--- src/verilog/asc_pkg.sv ---
// Purpose: Constants and types for the converter sequencing control block
// Assumes: APB byte address is four times the register index
// Notes: Control registers sit in the low byte of each word, result and window limits in the low half; upper bits read zero
//
// Contract
// - Standby-run clear: stop in standby, but only after the running conversion.
// - Conversion type 0 single-ended unsigned; 1 differential signed result.
// - Left-align bit set presents the result left-justified; the code left-justifies only with accumulation code 0.
// - Resolution code 0 gives 12-bit, code 1 gives 10-bit, others reserved.
// - Conversion lasts 13.5 converter cycles at 12-bit, 11.5 at 10-bit.
// - Continuous mode runs back to back; software starts the first with go.
// - Enable bit 0 turns the converter off when 0, on when 1.
// - Accumulation code 0 none; codes 1..7 add 2 to 128 results.
// - Prescaler codes 0..13 divide the peripheral clock by 2 to 256.
// - Startup delay before first sample after enable or reference change.
// - Startup delay codes 0..5 give 0,16,32,64,128,256 converter cycles.
// - Startup delay also applies on wake from deep sleep.
// - Gap between consecutive samples equals the gap field, 0 to 15 cycles.
// - Window mode: off, below, above, inside inclusive, outside; others reserved.
// - Window compares the 16-bit accumulated result against 16-bit limits.
// - Sampling lasts two cycles plus the sample-extend field.
// - Go bit reads 1 during conversion and clears itself on completion.
// - Result-done flag sets when a measurement completes.
// - Window compare happens only at conversion end; sets match flag.
package asc_pkg;
    // ========================================
    // Register indices
    localparam logic [4:0] IDX_MAIN = 5'h00;
    localparam logic [4:0] IDX_ACCUM = 5'h01;
    localparam logic [4:0] IDX_CLOCK_DIVIDER = 5'h02;
    localparam logic [4:0] IDX_DELAY = 5'h03;
    localparam logic [4:0] IDX_WINDOW = 5'h04;
    localparam logic [4:0] IDX_SAMPLE_EXTEND = 5'h05;
    localparam logic [4:0] IDX_CMD = 5'h0A;
    localparam logic [4:0] IDX_FLAGS = 5'h0D;
    localparam logic [4:0] IDX_RESULT = 5'h10;
    localparam logic [4:0] IDX_WIN_LO = 5'h12;
    localparam logic [4:0] IDX_WIN_HI = 5'h14;
    // ========================================
    // Writable masks and reset values
    localparam logic [7:0] MASK_MAIN = 8'hBF;
    localparam logic [7:0] MASK_ACCUM = 8'h07;
    localparam logic [7:0] MASK_CLOCK_DIVIDER = 8'h0F;
    localparam logic [7:0] MASK_DELAY = 8'hEF;
    localparam logic [7:0] MASK_WINDOW = 8'h07;
    localparam logic [7:0] RST_CTRL = 8'h00;
    // ========================================
    // Field positions
    localparam int MAIN_EN = 0;
    localparam int MAIN_FREE = 1;
    localparam int MAIN_RES = 2;
    localparam int MAIN_LALIGN = 4;
    localparam int MAIN_DIFFERENTIAL_INPUT = 5;
    localparam int MAIN_STBY = 7;
    localparam int CMD_GO = 0;
    localparam int CMD_STOP = 1;
    localparam int FLG_DONE = 0;
    localparam int FLG_WIN = 1;
    localparam int DLY_INIT = 5;
    // ========================================
    // Conversion timing in converter half cycles, sample base in whole cycles
    localparam logic [9:0] CONV_HALF_12 = 10'h01B;
    localparam logic [9:0] CONV_HALF_10 = 10'h017;
    localparam logic [9:0] SAMP_BASE = 10'h002;
    // ========================================
    // Window modes
    localparam logic [2:0] WIN_BELOW = 3'h1;
    localparam logic [2:0] WIN_ABOVE = 3'h2;
    localparam logic [2:0] WIN_INSIDE = 3'h3;
    localparam logic [2:0] WIN_OUTSIDE = 3'h4;

    typedef enum logic [2:0] {
        ST_IDLE = 3'b000,
        ST_INIT = 3'b001,
        ST_SAMP = 3'b010,
        ST_CONV = 3'b011,
        ST_GAP = 3'b100
    } asc_state_e;
endpackage

--- src/verilog/asc_div_if.sv ---
// Purpose: Link between sequencer and converter clock divider
// Assumes: Single clock domain
// Notes: Half tick marks every edge of the converter clock
`timescale 1ns/1ps
interface asc_div_if;
    logic [3:0] div_sel;
    logic run;
    logic half_tick;
    logic adc_clk;
    modport seq (output div_sel, output run, input half_tick, input adc_clk);
    modport div (input div_sel, input run, output half_tick, output adc_clk);
endinterface

--- src/verilog/asc_clkdiv.sv ---
// Purpose: Converter clock prescaler
// Assumes: Divider code arrives from the sequencer registers
// Notes: Clock held low while not running
`timescale 1ns/1ps
module asc_clkdiv (
    input wire logic core_clk_i,
    input wire logic rst_n_i,
    asc_div_if.div dv
);
    import asc_pkg::*;

    typedef struct packed {
        logic [7:0] cnt;
        logic tick;
        logic clk;
    } asc_div_s;

    asc_div_s q, d;

    // Half period in peripheral clocks, reserved codes act as divide by 2
    function automatic logic [7:0] half_period(input logic [3:0] c);
        case (c)
            4'h1: half_period = 8'h02;
            4'h2: half_period = 8'h04;
            4'h3: half_period = 8'h06;
            4'h4: half_period = 8'h08;
            4'h5: half_period = 8'h0A;
            4'h6: half_period = 8'h0C;
            4'h7: half_period = 8'h0E;
            4'h8: half_period = 8'h10;
            4'h9: half_period = 8'h18;
            4'hA: half_period = 8'h20;
            4'hB: half_period = 8'h30;
            4'hC: half_period = 8'h40;
            4'hD: half_period = 8'h80;
            default: half_period = 8'h01;
        endcase
    endfunction

    always_comb begin
        d = q;
        d.tick = 1'b0;
        if (!dv.run) begin
            d.cnt = 8'h00;
            d.clk = 1'b0;
        end else if (q.cnt + 8'h01 >= half_period(dv.div_sel)) begin
            d.cnt = 8'h00;
            d.tick = 1'b1;
            d.clk = !q.clk;
        end else begin
            d.cnt = q.cnt + 8'h01;
        end
    end

    always_ff @(posedge core_clk_i or negedge rst_n_i) begin
        if (!rst_n_i) begin
            q <= '0;
        end else begin
            q <= d;
        end
    end

    assign dv.half_tick = q.tick;
    assign dv.adc_clk = q.clk;
endmodule // asc_clkdiv

--- src/verilog/asc_top.sv ---
// Purpose: Converter sequencing control with APB register file
// Assumes: Analog core supplies a 12-bit sample, two's complement in differential mode
// Notes: Sequencer timing counts converter half cycles
`timescale 1ns/1ps
module asc_top (
    input wire logic core_clk_i,
    input wire logic rst_n_i,
    input wire logic psel_i,
    input wire logic penable_i,
    input wire logic pwrite_i,
    input wire logic [7:0] paddr_i,
    input wire logic [31:0] pwdata_i,
    output logic [31:0] prdata_o,
    output logic pready_o,
    output logic pslverr_o,
    input wire logic standby_i,
    input wire logic deep_wake_i,
    input wire logic ref_change_i,
    input wire logic [11:0] sample_data_i,
    output logic adc_clk_o,
    output logic adc_on_o,
    output logic sample_hold_o,
    output logic conv_busy_o,
    output logic differential_input_mode_o
);
    import asc_pkg::*;

    typedef struct packed {
        logic [7:0] main;
        logic [7:0] accum;
        logic [7:0] clock_divider;
        logic [7:0] dly;
        logic [7:0] win;
        logic [7:0] samp;
        logic [15:0] wlo;
        logic [15:0] whi;
        logic [15:0] res;
        logic go;
        logic free_run;
        logic f_done;
        logic f_win;
        logic need_init;
        logic en_d;
        asc_state_e st;
        logic [9:0] cnt;
        logic [7:0] nacc;
        logic [19:0] acc;
        logic pready;
        logic pslverr;
        logic [31:0] prdata;
        logic [2:0] stby_s;
        logic [2:0] wake_s;
        logic [2:0] ref_s;
        logic [11:0] dat1;
        logic [11:0] dat2;
        logic busy;
        logic hold;
        logic on;
    } asc_top_s;

    asc_top_s q, d;
    asc_div_if dv();
    logic [4:0] idx;
    logic wr;
    logic rd;
    logic go_wr;
    logic meas_done;
    logic stby_stop;
    logic res10;
    logic [19:0] acc_n;
    logic [15:0] res_n;

    asc_clkdiv u_div (
        .core_clk_i(core_clk_i),
        .rst_n_i(rst_n_i),
        .dv(dv)
    );

    // ========================================
    // Decode helpers
    function automatic logic [9:0] init_half(input logic [2:0] c);
        case (c)
            3'h1: init_half = 10'h020;
            3'h2: init_half = 10'h040;
            3'h3: init_half = 10'h080;
            3'h4: init_half = 10'h100;
            3'h5: init_half = 10'h200;
            default: init_half = 10'h000;
        endcase
    endfunction

    function automatic logic [19:0] sample_ext(input logic [11:0] s, input logic r10, input logic sgn);
        logic [11:0] v;
        v = r10 ? {{2{sgn & s[11]}}, s[11:2]} : s;
        sample_ext = {{8{sgn & v[11]}}, v};
    endfunction

    function automatic logic win_hit(input logic [2:0] m, input logic [15:0] r,
                                     input logic [15:0] lo, input logic [15:0] hi, input logic sgn);
        logic below;
        logic above;
        below = sgn ? ($signed(r) < $signed(lo)) : (r < lo);
        above = sgn ? ($signed(r) > $signed(hi)) : (r > hi);
        case (m)
            WIN_BELOW: win_hit = below;
            WIN_ABOVE: win_hit = above;
            WIN_INSIDE: win_hit = !below && !above;
            WIN_OUTSIDE: win_hit = below || above;
            default: win_hit = 1'b0;
        endcase
    endfunction

    // ========================================
    // Register file and sequencer
    always_comb begin
        d = q;
        idx = paddr_i[6:2];
        wr = psel_i && penable_i && pwrite_i && q.pready;
        rd = psel_i && penable_i && !pwrite_i && q.pready;
        go_wr = 1'b0;
        meas_done = 1'b0;
        res10 = q.main[MAIN_RES +: 2] == 2'b01;
        stby_stop = q.stby_s[1] && !q.main[MAIN_STBY];
        acc_n = q.acc + sample_ext(q.dat2, res10, q.main[MAIN_DIFFERENTIAL_INPUT]);
        res_n = acc_n[15:0];
        if (q.accum[2:0] == 3'h0 && q.main[MAIN_LALIGN]) begin
            res_n = res10 ? {acc_n[9:0], 6'h00} : {acc_n[11:0], 4'h0};
        end

        // Pin inputs pass two flops; the third only feeds edge detection
        d.stby_s = {q.stby_s[1:0], standby_i};
        d.wake_s = {q.wake_s[1:0], deep_wake_i};
        d.ref_s = {q.ref_s[1:0], ref_change_i};
        d.dat1 = sample_data_i;
        d.dat2 = q.dat1;

        // One wait state keeps every APB output on a flop
        d.pready = psel_i && penable_i && !q.pready;
        if (psel_i && penable_i && !q.pready) begin
            d.pslverr = 1'b0;
            case (idx)
                IDX_MAIN: d.prdata = {24'h0, q.main};
                IDX_ACCUM: d.prdata = {24'h0, q.accum};
                IDX_CLOCK_DIVIDER: d.prdata = {24'h0, q.clock_divider};
                IDX_DELAY: d.prdata = {24'h0, q.dly};
                IDX_WINDOW: d.prdata = {24'h0, q.win};
                IDX_SAMPLE_EXTEND: d.prdata = {24'h0, q.samp};
                IDX_CMD: d.prdata = {31'h0, q.go};
                IDX_FLAGS: d.prdata = {30'h0, q.f_win, q.f_done};
                IDX_RESULT: d.prdata = {16'h0, q.res};
                IDX_WIN_LO: d.prdata = {16'h0, q.wlo};
                IDX_WIN_HI: d.prdata = {16'h0, q.whi};
                default: begin
                    d.prdata = 32'h0;
                    d.pslverr = 1'b1;
                end
            endcase
        end

        // Reading the result clears both flags
        if (rd && idx == IDX_RESULT) begin
            d.f_done = 1'b0;
            d.f_win = 1'b0;
        end
        if (wr) begin
            case (idx)
                IDX_MAIN: d.main = pwdata_i[7:0] & MASK_MAIN;
                IDX_ACCUM: d.accum = pwdata_i[7:0] & MASK_ACCUM;
                IDX_CLOCK_DIVIDER: d.clock_divider = pwdata_i[7:0] & MASK_CLOCK_DIVIDER;
                IDX_DELAY: d.dly = pwdata_i[7:0] & MASK_DELAY;
                IDX_WINDOW: d.win = pwdata_i[7:0] & MASK_WINDOW;
                IDX_SAMPLE_EXTEND: d.samp = pwdata_i[7:0];
                IDX_WIN_LO: d.wlo = pwdata_i[15:0];
                IDX_WIN_HI: d.whi = pwdata_i[15:0];
                IDX_FLAGS: begin
                    if (pwdata_i[FLG_DONE]) begin
                        d.f_done = 1'b0;
                    end
                    if (pwdata_i[FLG_WIN]) begin
                        d.f_win = 1'b0;
                    end
                end
                IDX_CMD: go_wr = pwdata_i[CMD_GO] && !pwdata_i[CMD_STOP];
                default: d.main = q.main;
            endcase
        end

        // Startup delay is owed after enable, reference change or deep-sleep wake
        d.en_d = q.main[MAIN_EN];
        if ((q.main[MAIN_EN] && !q.en_d) || (q.ref_s[1] && !q.ref_s[2])) begin
            d.need_init = 1'b1;
        end
        if (q.wake_s[1] && !q.wake_s[2]) begin
            d.need_init = 1'b1;
        end
        if (!q.main[MAIN_FREE]) begin
            d.free_run = 1'b0;
        end

        unique case (q.st)
            ST_IDLE: begin
                if ((q.go || q.free_run) && q.main[MAIN_EN] && !stby_stop) begin
                    d.acc = 20'h0;
                    d.nacc = 8'h00;
                    d.need_init = 1'b0;
                    if (q.need_init && init_half(q.dly[DLY_INIT +: 3]) != 10'h0) begin
                        d.st = ST_INIT;
                        d.cnt = init_half(q.dly[DLY_INIT +: 3]) - 10'h001;
                    end else begin
                        d.st = ST_SAMP;
                        d.cnt = ((SAMP_BASE + {2'b00, q.samp}) << 1) - 10'h001;
                    end
                end
            end
            ST_INIT, ST_GAP: begin
                if (dv.half_tick) begin
                    if (q.cnt == 10'h0) begin
                        d.st = ST_SAMP;
                        d.cnt = ((SAMP_BASE + {2'b00, q.samp}) << 1) - 10'h001;
                    end else begin
                        d.cnt = q.cnt - 10'h001;
                    end
                end
            end
            ST_SAMP: begin
                if (dv.half_tick) begin
                    if (q.cnt == 10'h0) begin
                        d.st = ST_CONV;
                        d.cnt = (res10 ? CONV_HALF_10 : CONV_HALF_12) - 10'h001;
                    end else begin
                        d.cnt = q.cnt - 10'h001;
                    end
                end
            end
            ST_CONV: begin
                if (dv.half_tick) begin
                    if (q.cnt == 10'h0) begin
                        d.acc = acc_n;
                        d.nacc = q.nacc + 8'h01;
                        if ((q.nacc + 8'h01) == (8'h01 << q.accum[2:0])) begin
                            meas_done = 1'b1;
                            d.acc = 20'h0;
                            d.nacc = 8'h00;
                            d.res = res_n;
                            d.go = 1'b0;
                        end
                        if (!meas_done || (q.free_run && !stby_stop)) begin
                            d.st = (q.dly[3:0] == 4'h0) ? ST_SAMP : ST_GAP;
                            d.cnt = (q.dly[3:0] == 4'h0) ? ((SAMP_BASE + {2'b00, q.samp}) << 1) - 10'h001
                                                         : {5'h00, q.dly[3:0], 1'b0} - 10'h001;
                        end else begin
                            d.st = ST_IDLE;
                        end
                    end else begin
                        d.cnt = q.cnt - 10'h001;
                    end
                end
            end
        endcase

        // Flags: a completion in the same cycle as a clear wins
        if (meas_done) begin
            d.f_done = 1'b1;
            if (win_hit(q.win[2:0], res_n, q.wlo, q.whi, q.main[MAIN_DIFFERENTIAL_INPUT])) begin
                d.f_win = 1'b1;
            end
        end
        if (go_wr) begin
            d.go = 1'b1;
            d.free_run = q.main[MAIN_FREE];
        end
        // Stop and disable abort the sequence at once
        if ((wr && idx == IDX_CMD && pwdata_i[CMD_STOP]) || !q.main[MAIN_EN]) begin
            d.st = ST_IDLE;
            d.go = 1'b0;
            d.free_run = 1'b0;
            d.acc = 20'h0;
            d.nacc = 8'h00;
        end

        d.busy = d.st != ST_IDLE;
        d.hold = d.st == ST_SAMP;
        d.on = d.main[MAIN_EN] && !(stby_stop && d.st == ST_IDLE);
    end

    always_ff @(posedge core_clk_i or negedge rst_n_i) begin
        if (!rst_n_i) begin
            q <= '0;
        end else begin
            q <= d;
        end
    end

    assign dv.div_sel = q.clock_divider[3:0];
    assign dv.run = q.main[MAIN_EN];
    assign prdata_o = q.prdata;
    assign pready_o = q.pready;
    assign pslverr_o = q.pslverr;
    assign adc_clk_o = dv.adc_clk;
    assign adc_on_o = q.on;
    assign sample_hold_o = q.hold;
    assign conv_busy_o = q.busy;
    assign differential_input_mode_o = q.main[MAIN_DIFFERENTIAL_INPUT];
endmodule // asc_top

--- config.mk ---
export PLATFORM = sky130hd
export DESIGN_NAME = asc_top
export DESIGN_NICKNAME = d
export VERILOG_FILES = /design/src/verilog/asc_pkg.sv /design/src/verilog/asc_div_if.sv /design/src/verilog/asc_clkdiv.sv /design/src/verilog/asc_top.sv
export SDC_FILE = /design/constraint.sdc
export NUM_CORES = 1
export LEC_CHECK = 0
export ABC_CLOCK_PERIOD_IN_PS = 8330
export CORE_ASPECT_RATIO = 0.6
export CORE_UTILIZATION = 40
export DETAILED_ROUTE_END_ITERATION = 7
export DONT_BUFFER_PORTS = 1
export GPL_TIMING_DRIVEN = 1
export SETUP_SLACK_MARGIN = 0.5
export SYNTH_ARGS = -nofsm -noshare
export SYNTH_HDL_FRONTEND = slang
export SYNTH_HIERARCHICAL = 1
export SYNTH_SLANG_ARGS = --single-unit
--- constraint.sdc ---
create_clock -name core_clk_i -period 8.33 [get_ports core_clk_i]
set_input_delay 1.2495 -clock core_clk_i [delete_from_list [all_inputs] [get_ports core_clk_i]]
set_output_delay 1.2495 -clock core_clk_i [all_outputs]
set_load 0.05 [all_outputs]
# Word-level counts from Yosys, hierarchy flattened
# Memory sizes are Yosys's and may differ from the RTL's.
# Index checks and enable logic that the tools add are counted.
[word_totals] ff_bits=206 rom_bits=128 in_bits=60 output_inout_bits=39 elab_cells=235 n_memories=1
[memory_table] name="(no name shown)" depth=16 width=8 read_ports=1 rd_clocked_by_memory_dff=0 wr=0 line="asc_clkdiv.sv:22" text="case (c)"
[op_classes] add_sub_neg=9 n_lt_le_gt_ge=5 n_eq_ne=36 shifts=1 n_mux=79 bitwise_logic=2 reduce_logical=68
[op_table] cell="$pmux 16 s11" n=1
[op_table] cell="$mux 10" n=10
[op_table] cell="$mux 28" n=3
[op_table] cell="$mux 41" n=2
[op_table] cell="$mux 73" n=1
[op_table] cell="$mux 16" n=4
[op_table] cell="$pmux 28 s2" n=1
[op_table] cell="$pmux 13 s4" n=1
[op_table] cell="$pmux 10 s5" n=1
[op_table] cell="$mux 8" n=5
[op_table] cell="$gt 16x16->1" n=2
[op_table] cell="$lt 16x16->1" n=2
[op_table] cell="$sub 10x1->10 const B" n=3
[op_table] cell="$mux 1" n=28
[op_table] cell="$mux 13" n=2
[op_table] cell="$mux 12" n=2
[op_table] cell="$mux 3" n=8
[op_table] cell="$logic_and 1x1->1" n=22
[op_table] cell="$eq 3x2->1 const B" n=7
[op_table] cell="$add 20x20->20" n=1
[op_table] cell="$reduce_bool 3->1" n=6
[op_table] cell="$add 8x1->8 const B" n=2
[op_table] cell="$reduce_and 2->1" n=8
[op_table] cell="$eq 5x5->1 const B" n=3
[op_table] cell="other kinds (32)" n=75

# Depth between registers and ports, before layout
[logic_depth] word_depth=20 mapped_depth=26 mapped_depth_nobuf=23

# Hierarchy
# Netlist, hierarchy kept.
[by_module_without_submodules] mod="asc_top" n_inst=1 cells_each=1135 area_per_inst_um2=10785.3 seq_area_each_um2=4404.2
[by_module_without_submodules] mod="asc_clkdiv" n_inst=1 cells_each=76 area_per_inst_um2=775.7 seq_area_each_um2=250.2

# Least setup slack after synthesis
# Ideal clock, no wire load.
[synth_path] kind="register to register" from="register q[208] in the netlist's numbering" to="register q[113] in the netlist's numbering" setup_time_ns=0.122 t_arrival_ns=5.308 required_ns=8.208 slack_ns=2.900 path_stages_with_launch=27 path_buffers=3 synth_period_minus_slack_ns=5.430 path_cell_list="dfrtp_1 -> nand2b_1 -> clkbuf_1 -> clkbuf_1 -> clkbuf_1 -> nand2_1 -> nand2_1 -> ha_1 -> inv_1 -> fa_1 -> nor2b_1 -> nor3_1 -> o21ai_0 -> a311oi_1 -> o21ai_0 -> a31oi_1 -> xor2_1 -> a21oi_1 -> ha_1 -> or4b_2 -> o21ai_0 -> a41oi_1 -> o31ai_1 -> a21oi_1 -> a41o_1 -> or3_1 -> a32o_1"
[synth_lines] element="start: declaration" line="asc_top.sv:61" text="asc_top_s q, d;"
[synth_lines] element="start signal: assignment" line="asc_top.sv:288" text="q <= '0;"
[synth_lines] element="start signal: assignment" line="asc_top.sv:290" text="q <= d;"

==> impl_metrics.json <==
{
  "outcome": "finished clean",
  "finalWirelength_mm": 31.3,
  "end_kind": "flop",
  "layout.nets": 1295,
  "clk_pin_slew_ns": 0.08,
  "cp_max_fo": 25,
  "layout-drive-gt1-share_pct": 12.4,
  "final.period_utilization_pct": 75.5,
  "num-fill-cells": 2759,
  "power_density_nw_per_um2": 156,
  "cts.hold.buffers_added": 0,
  "synth_edf_count": 0,
  "post_drt_wl_per_cell_um": 20.2,
  "setup-violations-final": 0,
  "die_h_um": 134,
  "tightest_slew_ns": 1.14,
  "die_w_um": 221,
  "yosys.area.top_type_share_pct": 40.3,
  "rows": 47,
  "avgViaCountPerCell": 5.81,
  "drt_iter0_markers": 830,
  "grt_pass1_wl_mm": 50.0,
  "synth_area_leaders": "dfrtp_1 40%, mux2_2 7.6%, ha_1 6.9%",
  "diodes": 0,
  "cts-root-buf": "clkbuf_16",
  "start_util_pct": 41.3,
  "cts_max_level": 4,
  "vias": 9010,
  "post_cts_resized": 0,
  "gp_congestion": 0.913,
  "slew_headroom_pct": 24.0,
  "antenna_left": 0,
  "arrival_ns": 6.64,
  "cts_setup_buffers": 0,
  "numCtsBuffers": 17,
  "layout_setup_ws_ns": 2.04,
  "synth.avg_cell_area_um2": 9.55,
  "area_growth_pct": 6.26,
  "antenna_found_initial": 0,
  "synthCells": 1211,
  "critPathLaunchType": "flop",
  "synthesis.area_um2": 11600,
  "synth_ff_type": "dfrtp_1",
  "yosysSeqAreaShare_pct": 40.3,
  "io_buffers": 0,
  "clk_latency_ns": 0.46,
  "cap_viol_max_count": 0,
  "ys_async_sr_fraction_pct": 100,
  "grt_setup_unrepaired": "no",
  "layout_min_cycle_time_ns": 6.29,
  "ios": 99,
  "synth-seq-cells": 186,
  "grt.total_usage_pct": 22.0,
  "peakVddDrop_mv": 0.120,
  "grt_start_max_net_pins": 187,
  "grt-ovfl-total": 0,
  "drc": 0,
  "finClkSkew_ns": 0.0107,
  "drv_slew": 0,
  "max_freq_mhz": 159,
  "synth_largest_area_cell": "dfrtp_1",
  "required_ns": 8.68,
  "core_um2": 28000,
  "hold_viol": 0,
  "fp.dieArea_um2": 29600,
  "cts_sinks": 186,
  "hpwl_mm": 23.1,
  "tritoncts": "yes",
  "cts_max_path_buffers": 2,
  "critical_path_class": "flop to flop",
  "hp-class": "flop to flop",
  "first_pass_iters": 6,
  "synth.distinct_cells": 82,
  "power_leakage_uw": 0.00547,
  "place_worst_setup_slack_ns": 2.12,
  "setup_tns_ns": 0,
  "grt_pass1_vias": 8497,
  "yosys_warnings": 6
}
[path summary, 6_finish.rpt]
path                                    start           endpoint  slack (ns)  depth (start not counted)
min                           d[28]$_DFF_PN0_    d[29]$_DFF_PN0_        0.35                          0
max in group asynchronous             rst_n_i  q[70]$_DFFE_PN0P_        7.45                          0
min reg2reg                   d[28]$_DFF_PN0_    d[29]$_DFF_PN0_        0.35                          0
max                        q[208]$_DFFE_PN0P_   q[113]$_DFF_PN0_        2.04                         23
min in group asynchronous             rst_n_i    d[13]$_DFF_PN0_        0.49                          0
max reg2reg                q[208]$_DFFE_PN0P_   q[113]$_DFF_PN0_        2.04                         23
[cell usage after synthesis (23+ instances only)]
cell type	instances
mux2i_1	23
nor2_1	80
mux2_2	78
xnor2_1	27
dfrtp_1	186
nor2b_1	23
buf_4	33
nand3_1	30
inv_1	63
nand2_1	119
a21oi_1	72
ha_1	64
o21ai_0	72
clkbuf_1	40
[routing by layer]
layer,wire length (um),part of all wire (%),GRT usage [%],vias to the layer above
met5,0,0,0,-
met4,237,0.76,3.59,0
met3,3630,12,9.66,19
met2,11400,36,26.6,354
met1,16100,51,34.8,4410
li1,-,-,-,4227
[layout by cell type, fill, tap and decap left out, types with 12 or more instances in the layout]
master and n:
a22o_1 12, nand3_1 30, and3_1 12, a21oi_1 72, nand2b_1 18, nor3_1 17
nor2_1 80, inv_1 63, a31oi_1 17, conb_1 16, dfrtp_1 186, ha_1 64
xnor2_1 27, o21ai_0 72, mux2i_1 23, a21o_1 13, nand2_1 119, clkbuf_16 17
o21a_1 12, mux2_2 78, nor2b_1 23, xor2_1 16
[logic make-up after synthesis]
group,Yosys count,synth area share [%]
simple gates,365,15.7
compound gates,305,18.1
flops,186,40.3
buf+inv,145,6.03
mux,101,9.59
fa+ha+maj,65,7.10
xor+xnor,43,3.26
other cells,1,0.0324
[through the flow]
stage | util, % | std cells | power, uW | hold WS [ns] | area (um^2)
final | 43.9 | 1550 | 1920 | 0.349 | 12300
after global routing | 43.9 | 1550 | 2000 | 0.367 | 12300
after CTS | 43.9 | 1550 | 1940 | 0.351 | 12300
after detailed placement | 41.7 | 1518 | 1090 | 0.335 | 11700
after global placement | 41.7 | 1518 | 1090 | 0.334 | 11700
after floorplan | - | 1226 | 1070 | 0.331 | 11600
[power breakdown]
part	total, uW	internal (uW)	switching [uW]	leakage, uW
sequential	942	919	22.6	0.00249
clock	842	443	400	0.000297
combinational	133	47.4	86.1	0.00269
[flip-flops by register name (all words and copies together), names as in the netlist, 4 cells and up]
| register | cells |
|---|---|
| prdata_o | 16 |
| dv.div_sel | 4 |
| q | 131 |
| d | 19 |
| u_div/q | 8 |
[worst max-delay path: stages (launching register included)]
cell      delay, ns
dfrtp_1        0.38
nand2b_1       0.79
nand2_1        0.11
nand2_1        0.11
ha_1           0.18
inv_1          0.06
fa_1           0.41
nor2b_1        0.16
nor3_1         0.08
o21ai_0        0.38
a311oi_1       0.26
o21ai_0        0.36
a31oi_1        0.15
xor2_1         0.18
a21oi_1        0.41
ha_1           0.33
or4b_2         0.63
o21ai_0        0.10
a41oi_1        0.06
o31ai_1        0.15
a21oi_1        0.08
a41o_1         0.22
or3_1          0.37
a32o_1         0.22
[layout make-up]
class | instances | area (um^2) | share of cell area (%)
multi-input combinational | 895 | 6270 | 51.0
sequential | 186 | 4650 | 37.9
tap | 367 | 459 | 3.74
clock buffer | 19 | 453 | 3.69
inverter | 63 | 236 | 1.93
clock inverter | 13 | 158 | 1.28
timing repair buffer | 7 | 52.6 | 0.428
No activity file was read; power rests on OpenSTA's default activity.
